===== config.mk =====
export PLATFORM = sky130hd
export DESIGN_NAME = rch_holdoff_reval
export DESIGN_NICKNAME = d
export VERILOG_FILES = /design/src/logic/rch_holdoff_reval.v
export VERILOG_INCLUDE_DIRS = /design/src /design/src/logic
export SDC_FILE = /design/constraint.sdc
export NUM_CORES = 1
export LEC_CHECK = 0
export ABC_AREA = 1
export BUFFER_PORTS_ARGS = -buffer_cell sky130_fd_sc_hd__buf_4
export CAP_MARGIN = 30
export CORE_MARGIN = 4
export CORE_UTILIZATION = 40
export CTS_CLUSTER_SIZE = 14
export DETAILED_ROUTE_END_ITERATION = 8
export GPL_TIMING_DRIVEN = 1
export SYNTH_ARGS = -nofsm -noshare
export SYNTH_HDL_FRONTEND = slang
export SYNTH_SLANG_ARGS = --single-unit

===== constraint.sdc =====
create_clock -name aclk -period 1.68 [get_ports aclk]
set_input_delay 0 -clock aclk [delete_from_list [all_inputs] [get_ports aclk]]
set_output_delay 0 -clock aclk [all_outputs]
set_load 0.005 [all_outputs]

===== src/logic/rch_regs.vh =====
// register map, field positions, reset values and timing counts
`ifndef RCH_REGS_VH
`define RCH_REGS_VH

// register byte offsets
`define RCH_OFS_CTRL 8'h00
`define RCH_OFS_HOLDOFF 8'h04
`define RCH_OFS_STATUS 8'h08
`define RCH_OFS_IRQ_STATUS 8'h0C
`define RCH_OFS_IRQ_MASK 8'h10

// control register fields
`define RCH_CTRL_MODE_LSB 0
`define RCH_CTRL_DIV_LSB 2
`define RCH_CTRL_REVAL_LSB 4
`define RCH_CTRL_PREDIV_BIT 6

// reset values
`define RCH_MODE_RST 2'h0
`define RCH_DIV_RST 2'h2
`define RCH_REVAL_RST 2'h2
`define RCH_PREDIV_RST 1'b0
`define RCH_HOLDOFF_RST 8'h80

// selection mode: automatic with holdover
`define RCH_MODE_AUTO_HOLD 2'h3

// hold-off reference divider ratios (vcxo cycles per tick)
`define RCH_HDIV0 32768
`define RCH_HDIV1 65536
`define RCH_HDIV2 131072

// re-validation periods per code, pre-divider off (x4 when on)
`define RCH_REVAL_P0 8'h02
`define RCH_REVAL_P1 8'h10
`define RCH_REVAL_P2 8'h20
`define RCH_REVAL_P3 8'h40

// missing-edge timeout in aclk cycles
`define RCH_LOS_TIMEOUT 8

// interrupt status bit positions
`define RCH_IRQ_LOS_LSB 0
`define RCH_IRQ_REVAL_LSB 4
`define RCH_IRQ_SWITCH_BIT 8
`define RCH_IRQ_W 9

// axi response codes
`define RCH_RESP_OKAY 2'h0
`define RCH_RESP_SLVERR 2'h2

`endif


===== src/logic/rch_holdoff_reval.v =====
// reference hold-off and re-validation counters with an axi4-lite slave
//
// Decided for this implementation: the AXI4-Lite interface to the registers and the address map.
`timescale 1ns/1ps
`default_nettype none
`include "rch_regs.vh"

// How it works
// - holdover mode: switch only at hold-off zero
// - hold-off countdown starts on active-input loss
// - one decrement per divided vcxo tick
// - hold-off reloads from setting after zero
// - hold-off count resets to 128
// - divider codes: 2^15, 2^16, 2^17; reset 10
// - each of four inputs re-validates independently
// - load on loss, decrement per valid period
// - missing edge reloads re-validation counter
// - zero transition clears that input's loss flag
// - mode code 11 is automatic with holdover
// - codes map 2/16/32/64, times four with pre-divider
module rch_holdoff_reval #(
    parameter ADDR_W = 8,
    parameter N_IN = 4,
    parameter HDIV0 = `RCH_HDIV0,
    parameter HDIV1 = `RCH_HDIV1,
    parameter HDIV2 = `RCH_HDIV2,
    parameter LOS_TIMEOUT = `RCH_LOS_TIMEOUT
) (
    input wire aclk,
    input wire aresetn,
    input wire [ADDR_W-1:0] s_axi_awaddr,
    input wire s_axi_awvalid,
    output wire s_axi_awready,
    input wire [31:0] s_axi_wdata,
    input wire [3:0] s_axi_wstrb,
    input wire s_axi_wvalid,
    output wire s_axi_wready,
    output reg [1:0] s_axi_bresp,
    output reg s_axi_bvalid,
    input wire s_axi_bready,
    input wire [ADDR_W-1:0] s_axi_araddr,
    input wire s_axi_arvalid,
    output wire s_axi_arready,
    output reg [31:0] s_axi_rdata,
    output reg [1:0] s_axi_rresp,
    output reg s_axi_rvalid,
    input wire s_axi_rready,
    input wire [N_IN-1:0] ref_clk_in,
    input wire [1:0] active_ref,
    output reg switch_req,
    output reg [N_IN-1:0] los_flag,
    output wire irq
);

    // hold-off state machine, one-hot
    localparam [1:0] ST_IDLE = 2'b01;
    localparam [1:0] ST_COUNT = 2'b10;

    // software fields
    reg [1:0] input_select_mode_q; // selection mode
    reg [1:0] holdoff_ref_divider_q; // hold-off tick ratio
    reg [1:0] revalidation_count_q; // re-validation length code
    reg revalidation_prediv_q; // x4 pre-divider on edges
    reg [7:0] holdoff_count_q; // hold-off reload value
    reg [`RCH_IRQ_W-1:0] irq_st_q; // sticky event bits
    reg [`RCH_IRQ_W-1:0] irq_mask_q; // interrupt enables

    // bus holding registers
    reg aw_hold_q;
    reg [ADDR_W-1:0] aw_addr_q;
    reg w_hold_q;
    reg [31:0] w_data_q;
    reg [3:0] w_strb_q;

    // hold-off datapath
    reg [16:0] div_cnt_q; // divided vcxo tick counter
    reg [16:0] div_last; // terminal count for the chosen ratio
    wire tick;
    reg [1:0] state_q;
    reg [7:0] hold_cnt_q; // live hold-off counter

    // per-input results
    wire [N_IN-1:0] los_evt; // one-cycle loss event
    wire [N_IN-1:0] reval_evt; // one-cycle re-validation
    reg [7:0] reval_base; // periods for the chosen code

    // write decode
    wire wr_en;
    reg [ADDR_W-1:0] wr_ofs;
    reg [31:0] wr_bits; // write data gated by byte strobes
    reg wr_ok;
    integer k;

    // write performed once both halves of the write are held and no response is pending
    assign wr_en = aw_hold_q & w_hold_q & ~s_axi_bvalid;
    assign s_axi_awready = ~aw_hold_q & ~s_axi_bvalid;
    assign s_axi_wready = ~w_hold_q & ~s_axi_bvalid;
    assign s_axi_arready = ~s_axi_rvalid;

    // byte-lane masking and decode of the held write
    always @* begin
        wr_ofs = aw_addr_q;
        for (k = 0; k < 4; k = k + 1) begin
            wr_bits[8*k +: 8] = w_data_q[8*k +: 8] & {8{w_strb_q[k]}};
        end
        case (aw_addr_q)
            `RCH_OFS_CTRL, `RCH_OFS_HOLDOFF, `RCH_OFS_STATUS,
            `RCH_OFS_IRQ_STATUS, `RCH_OFS_IRQ_MASK: wr_ok = 1'b1;
            default: wr_ok = 1'b0;
        endcase
    end

    // write channel: capture address and data in either order
    always @(posedge aclk) begin
        if (!aresetn) begin
            aw_hold_q <= 1'b0;
            aw_addr_q <= {ADDR_W{1'b0}};
            w_hold_q <= 1'b0;
            w_data_q <= 32'h0000_0000;
            w_strb_q <= 4'h0;
            s_axi_bvalid <= 1'b0;
            s_axi_bresp <= `RCH_RESP_OKAY;
        end else begin
            if (s_axi_awvalid && s_axi_awready) begin
                aw_hold_q <= 1'b1;
                aw_addr_q <= s_axi_awaddr;
            end
            if (s_axi_wvalid && s_axi_wready) begin
                w_hold_q <= 1'b1;
                w_data_q <= s_axi_wdata;
                w_strb_q <= s_axi_wstrb;
            end
            if (wr_en) begin
                // both halves present: answer next cycle
                aw_hold_q <= 1'b0;
                w_hold_q <= 1'b0;
                s_axi_bvalid <= 1'b1;
                s_axi_bresp <= wr_ok ? `RCH_RESP_OKAY : `RCH_RESP_SLVERR;
            end else if (s_axi_bvalid && s_axi_bready) begin
                s_axi_bvalid <= 1'b0;
            end
        end
    end

    // software registers and sticky interrupt bits
    always @(posedge aclk) begin
        if (!aresetn) begin
            input_select_mode_q <= `RCH_MODE_RST;
            holdoff_ref_divider_q <= `RCH_DIV_RST;
            revalidation_count_q <= `RCH_REVAL_RST;
            revalidation_prediv_q <= `RCH_PREDIV_RST;
            holdoff_count_q <= `RCH_HOLDOFF_RST;
            irq_mask_q <= {`RCH_IRQ_W{1'b0}};
            irq_st_q <= {`RCH_IRQ_W{1'b0}};
        end else begin
            if (wr_en && wr_ofs == `RCH_OFS_CTRL && w_strb_q[0]) begin
                input_select_mode_q <= wr_bits[`RCH_CTRL_MODE_LSB +: 2];
                holdoff_ref_divider_q <= wr_bits[`RCH_CTRL_DIV_LSB +: 2];
                revalidation_count_q <= wr_bits[`RCH_CTRL_REVAL_LSB +: 2];
                revalidation_prediv_q <= wr_bits[`RCH_CTRL_PREDIV_BIT];
            end
            if (wr_en && wr_ofs == `RCH_OFS_HOLDOFF && w_strb_q[0]) begin
                holdoff_count_q <= wr_bits[7:0];
            end
            if (wr_en && wr_ofs == `RCH_OFS_IRQ_MASK) begin
                irq_mask_q <= (irq_mask_q & ~wr_mask_sel(w_strb_q))
                    | (wr_bits[`RCH_IRQ_W-1:0] & wr_mask_sel(w_strb_q));
            end
            // write-one-to-clear; a new event in the same cycle wins
            irq_st_q <= (irq_st_q & ~((wr_en
                && wr_ofs == `RCH_OFS_IRQ_STATUS)
                ? wr_bits[`RCH_IRQ_W-1:0] : {`RCH_IRQ_W{1'b0}}))
                | {switch_req, reval_evt, los_evt};
        end
    end

    // lanes of the interrupt-wide fields enabled by the strobes
    function [`RCH_IRQ_W-1:0] wr_mask_sel;
        input [3:0] strb;
        begin
            wr_mask_sel = {strb[1], {8{strb[0]}}};
        end
    endfunction

    assign irq = |(irq_st_q & irq_mask_q);

    // read channel: one-cycle answer from the register mux
    always @(posedge aclk) begin
        if (!aresetn) begin
            s_axi_rvalid <= 1'b0;
            s_axi_rdata <= 32'h0000_0000;
            s_axi_rresp <= `RCH_RESP_OKAY;
        end else if (s_axi_arvalid && s_axi_arready) begin
            s_axi_rvalid <= 1'b1;
            s_axi_rresp <= `RCH_RESP_OKAY;
            case (s_axi_araddr)
                `RCH_OFS_CTRL: s_axi_rdata <= {25'h0, revalidation_prediv_q,
                    revalidation_count_q, holdoff_ref_divider_q,
                    input_select_mode_q};
                `RCH_OFS_HOLDOFF: s_axi_rdata <= {24'h0, holdoff_count_q};
                `RCH_OFS_STATUS: s_axi_rdata <= {19'h0, state_q[1],
                    hold_cnt_q, {(4-N_IN){1'b0}}, los_flag};
                `RCH_OFS_IRQ_STATUS: s_axi_rdata <= {23'h0, irq_st_q};
                `RCH_OFS_IRQ_MASK: s_axi_rdata <= {23'h0, irq_mask_q};
                default: begin
                    // unmapped: zero data, slave error
                    s_axi_rdata <= 32'h0000_0000;
                    s_axi_rresp <= `RCH_RESP_SLVERR;
                end
            endcase
        end else if (s_axi_rvalid && s_axi_rready) begin
            s_axi_rvalid <= 1'b0;
        end
    end

    // terminal count of the vcxo divider per ratio code
    always @* begin
        case (holdoff_ref_divider_q)
            2'b00: div_last = HDIV0[16:0] - 17'd1;
            2'b01: div_last = HDIV1[16:0] - 17'd1;
            default: div_last = HDIV2[16:0] - 17'd1;
        endcase
    end

    // free-running divider producing the hold-off tick
    assign tick = (div_cnt_q >= div_last);
    always @(posedge aclk) begin
        if (!aresetn) begin
            div_cnt_q <= 17'h0_0000;
        end else if (tick) begin
            div_cnt_q <= 17'h0_0000;
        end else begin
            div_cnt_q <= div_cnt_q + 17'd1;
        end
    end

    // hold-off counter and fail-over request
    always @(posedge aclk) begin
        if (!aresetn) begin
            state_q <= ST_IDLE;
            hold_cnt_q <= `RCH_HOLDOFF_RST;
            switch_req <= 1'b0;
        end else begin
            switch_req <= 1'b0;
            case (state_q)
                ST_IDLE: begin
                    // idle: counter sits at the loaded value
                    hold_cnt_q <= holdoff_count_q;
                    if (input_select_mode_q == `RCH_MODE_AUTO_HOLD
                        && los_evt[active_ref]) begin
                        state_q <= ST_COUNT;
                    end
                end
                ST_COUNT: begin
                    if (input_select_mode_q != `RCH_MODE_AUTO_HOLD) begin
                        state_q <= ST_IDLE;
                    end else if (tick) begin
                        if (hold_cnt_q <= 8'h01) begin
                            // zero transition: switch and reload
                            switch_req <= 1'b1;
                            hold_cnt_q <= holdoff_count_q;
                            state_q <= ST_IDLE;
                        end else begin
                            hold_cnt_q <= hold_cnt_q - 8'h01;
                        end
                    end
                end
                default: state_q <= ST_IDLE;
            endcase
        end
    end

    // re-validation periods for the programmed code
    always @* begin
        case (revalidation_count_q)
            2'b00: reval_base = `RCH_REVAL_P0;
            2'b01: reval_base = `RCH_REVAL_P1;
            2'b10: reval_base = `RCH_REVAL_P2;
            default: reval_base = `RCH_REVAL_P3;
        endcase
    end

    // per-input edge monitor and re-validation counter
    genvar gi;
    generate
        for (gi = 0; gi < N_IN; gi = gi + 1) begin : g_in
            reg ref_q; // previous sample of the input
            reg [7:0] gap_q; // aclk cycles since the last edge
            reg [7:0] rv_q; // remaining valid periods
            reg [1:0] pre_q; // pre-divider phase
            wire edge_w;
            wire miss_w;

            assign edge_w = ref_clk_in[gi] & ~ref_q;
            assign miss_w = ~edge_w && gap_q == LOS_TIMEOUT[7:0] - 8'd1;
            assign los_evt[gi] = miss_w & ~los_flag[gi];
            assign reval_evt[gi] = edge_w & los_flag[gi] & rv_q == 8'd1
                & (~revalidation_prediv_q | pre_q == 2'd3);

            // edge timing and re-validation countdown
            always @(posedge aclk) begin
                if (!aresetn) begin
                    ref_q <= 1'b0;
                    gap_q <= 8'h00;
                    rv_q <= `RCH_REVAL_P2;
                    pre_q <= 2'd0;
                    los_flag[gi] <= 1'b0;
                end else begin
                    ref_q <= ref_clk_in[gi];
                    if (edge_w) begin
                        gap_q <= 8'h00;
                    end else if (gap_q < LOS_TIMEOUT[7:0]) begin
                        gap_q <= gap_q + 8'd1;
                    end
                    if (miss_w) begin
                        // loss or a missing edge: load and restart
                        rv_q <= reval_base;
                        pre_q <= 2'd0;
                        los_flag[gi] <= 1'b1;
                    end else if (edge_w && los_flag[gi]) begin
                        if (revalidation_prediv_q && pre_q != 2'd3) begin
                            pre_q <= pre_q + 2'd1;
                        end else begin
                            pre_q <= 2'd0;
                            rv_q <= rv_q - 8'd1;
                            if (rv_q == 8'd1) begin
                                los_flag[gi] <= 1'b0;
                            end
                        end
                    end
                end
            end
        end
    endgenerate

endmodule // rch_holdoff_reval
`default_nettype wire


==> flow_summary.ini <==
[min_path]
min_path_type = in2reg
hold_path_startpoint = aresetn
worstHoldPathCells = 3

[power]
power_mw = 9.119
switchingPower_mw = 2.263
combPwrFrac = 0.071
power_density_nw_per_um2 = 877.3
pwr-share-clk = 0.445
peakVddDrop_v = 0.0006028
p_leak_nw = 4.632
internal-power_mw = 6.856
swShare = 0.2482
p_seq_frac = 0.483

[routing]
vias = 7572
ant_nets = 0
wl_per_cell_um = 12.97
drtPass1Iterations = 6
via_per_inst = 4.780
route.detailed.drc = 0
wl_mm = 20.55
first_iter_violations = 370

[final_layout]
n_fill_cell = 2168
drive_gt1_frac = 0.1513
instances_no_fill = 1584
fin_nets = 1382
diodes = 0
syn2layout_area_growth_pct = 22.38

[timing]
worst_pin_slew_ps = 540.3
period_share = 0.9673
drv_slew = 0
fmax_mhz = 615.3
min_period_ps = 1625
setup_violations = 0
maxSlewHeadroom = 0.6370
hold_viol = 0
setup_slack_ps = 54.86
fin_setup_tns_ps = 0
rsz0062_at_grt = yes
clock_skew_ps = 8.013

[global_routing]
grt_antenna_before_repair = 0
grt_usage = 0.1756
grt_pass1_vias = 7004
grt_max_degree = 80
grt_pass1_wl_mm = 34.12
overflow = 0

[critical_path]
path_max_fanout = 8
cp.arrival_ps = 1960
rrSetupSlack_ps = 50
critPathCaptureType = register
crit_required_ps = 2010
r2r-end = hold_cnt_q[1]$_SDFFE_PN0P_
r2r-start = div_cnt_q[0]$_SDFF_PP0_
crit_type = reg2reg
crit_end = hold_cnt_q[1]$_SDFFE_PN0P_
critPathLaunch = div_cnt_q[0]$_SDFF_PP0_
cp-start-kind = register
reg2regPathDepth = 10

[place]
io_buffers = 65
dpl.cell_count = 1523
hpwlAfterDp_mm = 15.12
pre_cts_ws_ps = 5.800
routabilityCongestion = 0.8954

[logic_synthesis]
ys_seq_area_frac = 0.4219
synth_warnings = 0
syn_area_um2 = 8493
syn_inst = 1170
yosys_register_bits = 179
synth_cell_type_count = 53
synthFlopType = dfxtp_1
avgSynthCellArea_um2 = 7.259
synth_async_sr_flop_share = 0
synth_edf_count = 0

[job]
cap_violations = 0

[clock_tree]
cts.sinks = 179
clockBufferDepth = 2
cts_tree = yes
insertion_delay_ps = 430
root_buffer = clkbuf_16
cts_buffers = 17
clkSlewWorstSetupHoldPaths_ps = 70
cts_max_level = 4

[run_status]
outcome = finished, final reports clean

[die]
die_w_um = 153.7
row_count = 53
ios = 112
coreArea_um2 = 20960
dieArea_um2 = 23630
start_util = 0.4053
die_y_um = 153.7
-- layer usage --
metal	vias up	wire length [µm]	track usage	share of wire
met5	-	0	0	0
met4	0	365	0.06140	0.018
met3	28	984	0.02786	0.048
met2	162	9176	0.2791	0.45
met1	3399	10020	0.2434	0.49
li1	3983	-	-	-
-- how the worst min path moves through the flow --
stage,endpoint,slack [ps]
floorplan,g_in[0].ref_q$_SDFF_PN0_,90
global placement,g_in[2].ref_q$_SDFF_PN0_,190
detailed placement,g_in[2].ref_q$_SDFF_PN0_,190
CTS,irq_st_q[5]$_SDFF_PN0_,0.5
global route,irq_st_q[5]$_SDFF_PN0_,20
finish,irq_st_q[4]$_SDFF_PN0_,20
-- synth_stat cells (3+ instances only) --
cell type | number | area [µm²]
nand2_1 | 215 | 807.0
dfxtp_1 | 179 | 3583
nor2_1 | 169 | 634.4
inv_1 | 156 | 585.6
a21oi_1 | 90 | 450.4
o21ai_0 | 84 | 420.4
nand3_1 | 43 | 215.2
buf_4 | 21 | 157.7
ha_1 | 21 | 262.8
nor3_1 | 18 | 90.09
clkbuf_1 | 16 | 60.06
xor2_1 | 16 | 140.1
nand4_1 | 13 | 81.33
xnor2_1 | 12 | 105.1
nor2_2 | 10 | 62.56
inv_2 | 7 | 26.28
a211oi_1 | 6 | 45.04
a31oi_1 | 6 | 37.54
nand2_2 | 6 | 37.54
o221ai_1 | 6 | 52.55
nor2_4 | 5 | 56.30
o211ai_1 | 5 | 37.54
buf_6 | 4 | 45.04
nand2_4 | 4 | 45.04
or2_0 | 4 | 25.02
buf_2 | 3 | 15.01
nand3b_1 | 3 | 22.52
nor4_1 | 3 | 18.77
o2111ai_1 | 3 | 26.28
o21a_1 | 3 | 22.52
o21ai_1 | 3 | 15.01
o21ai_2 | 3 | 26.28
or2_2 | 3 | 18.77
-- registers in the layout (all words and copies together) (netlist names), 4 cells and up, named ones only --
name,count
irq_st_q,9
s_axi_rdata,13
holdoff_count_q,8
g_in.pre_q,8
div_cnt_q,17
g_in.rv_q,32
g_in.ref_q,4
aw_addr_q,8
w_data_q,9
los_flag,4
g_in.gap_q,32
hold_cnt_q,8
-- cells in the final DEF (no fill, tap or decap), drive strengths merged, types with 16 or more instances in the layout --
| master | count |
|---|---|
| nor3 | 22 |
| conb | 21 |
| a21oi | 92 |
| nand2 | 226 |
| dfxtp | 179 |
| clkbuf | 17 |
| buf | 105 |
| ha | 21 |
| nand3 | 45 |
| inv | 170 |
| xor2 | 16 |
| nor2 | 184 |
| o21ai | 90 |
| dlygate4sd3 | 27 |
-- critical path: stages, from the launching register on --
cell and delay (ps):
dfxtp_1 380, ha_1 220, nand3_2 120, nor2_4 170, nand3_1 100, nand3_2 140, nand2_4 120, nand2_8 120
nand2_1 60, nand2_1 60, nor2_1 40
-- final cells by class --
cell class / instances / area [µm²] / share of cell area
well taps: 275 / 344.1 / 0.03310
inverters: 163 / 616.8 / 0.05935
clock buffers: 17 / 425.4 / 0.04093
repair buffers: 132 / 1096 / 0.1055
clock inverters: 15 / 171.4 / 0.01649
multi-input cells: 803 / 4154 / 0.3997
flip-flops and latches: 179 / 3586 / 0.3450
-- cells by family after synthesis --
| group | Yosys count | share of synthesized area |
|---|---|---|
| flip-flops | 179 | 0.4219 |
| XOR/XNOR | 28 | 0.02887 |
| AO/OA/AOI/OAI | 220 | 0.1442 |
| buffers and inverters | 209 | 0.1056 |
| AND/OR/NAND/NOR | 512 | 0.2680 |
| other | 1 | 0.0004415 |
| adder cells (fa/ha/maj) | 21 | 0.03094 |
-- metrics by stage --
step | util | instance area [µm²] | hold WS (ps)
final | 0.4960 | 10390 | 16.19
after global routing | 0.4960 | 10390 | 24.12
after CTS | 0.4928 | 10330 | 0.5406
after detailed placement | 0.4507 | 9445 | 191.1
after global placement | 0.4507 | 9445 | 187.3
after floorplan | - | 8568 | 93.45
-- power groups by stage --
stage / logic [mW] / registers (mW) / clock network, mW
finish: 0.652 / 4.41 / 4.06
global route: 0.732 / 4.42 / 4.34
CTS: 0.650 / 4.41 / 4.15
detailed placement: 0.598 / 4.51 / 0
global placement: 0.594 / 4.50 / 0
floorplan: 0.374 / 4.49 / 0
-- timing repair --
item                                    in CTS  in global routing
hold endpoints to repair                    27                  0
pin swaps                                    1                  3
setup buffers                                0                  1
resized for setup                            2                 17
endpoints found under the setup margin       4                 49
hold buffers                                27                  0
cloned                                       1                  0
(Power assumes the default switching activity.)
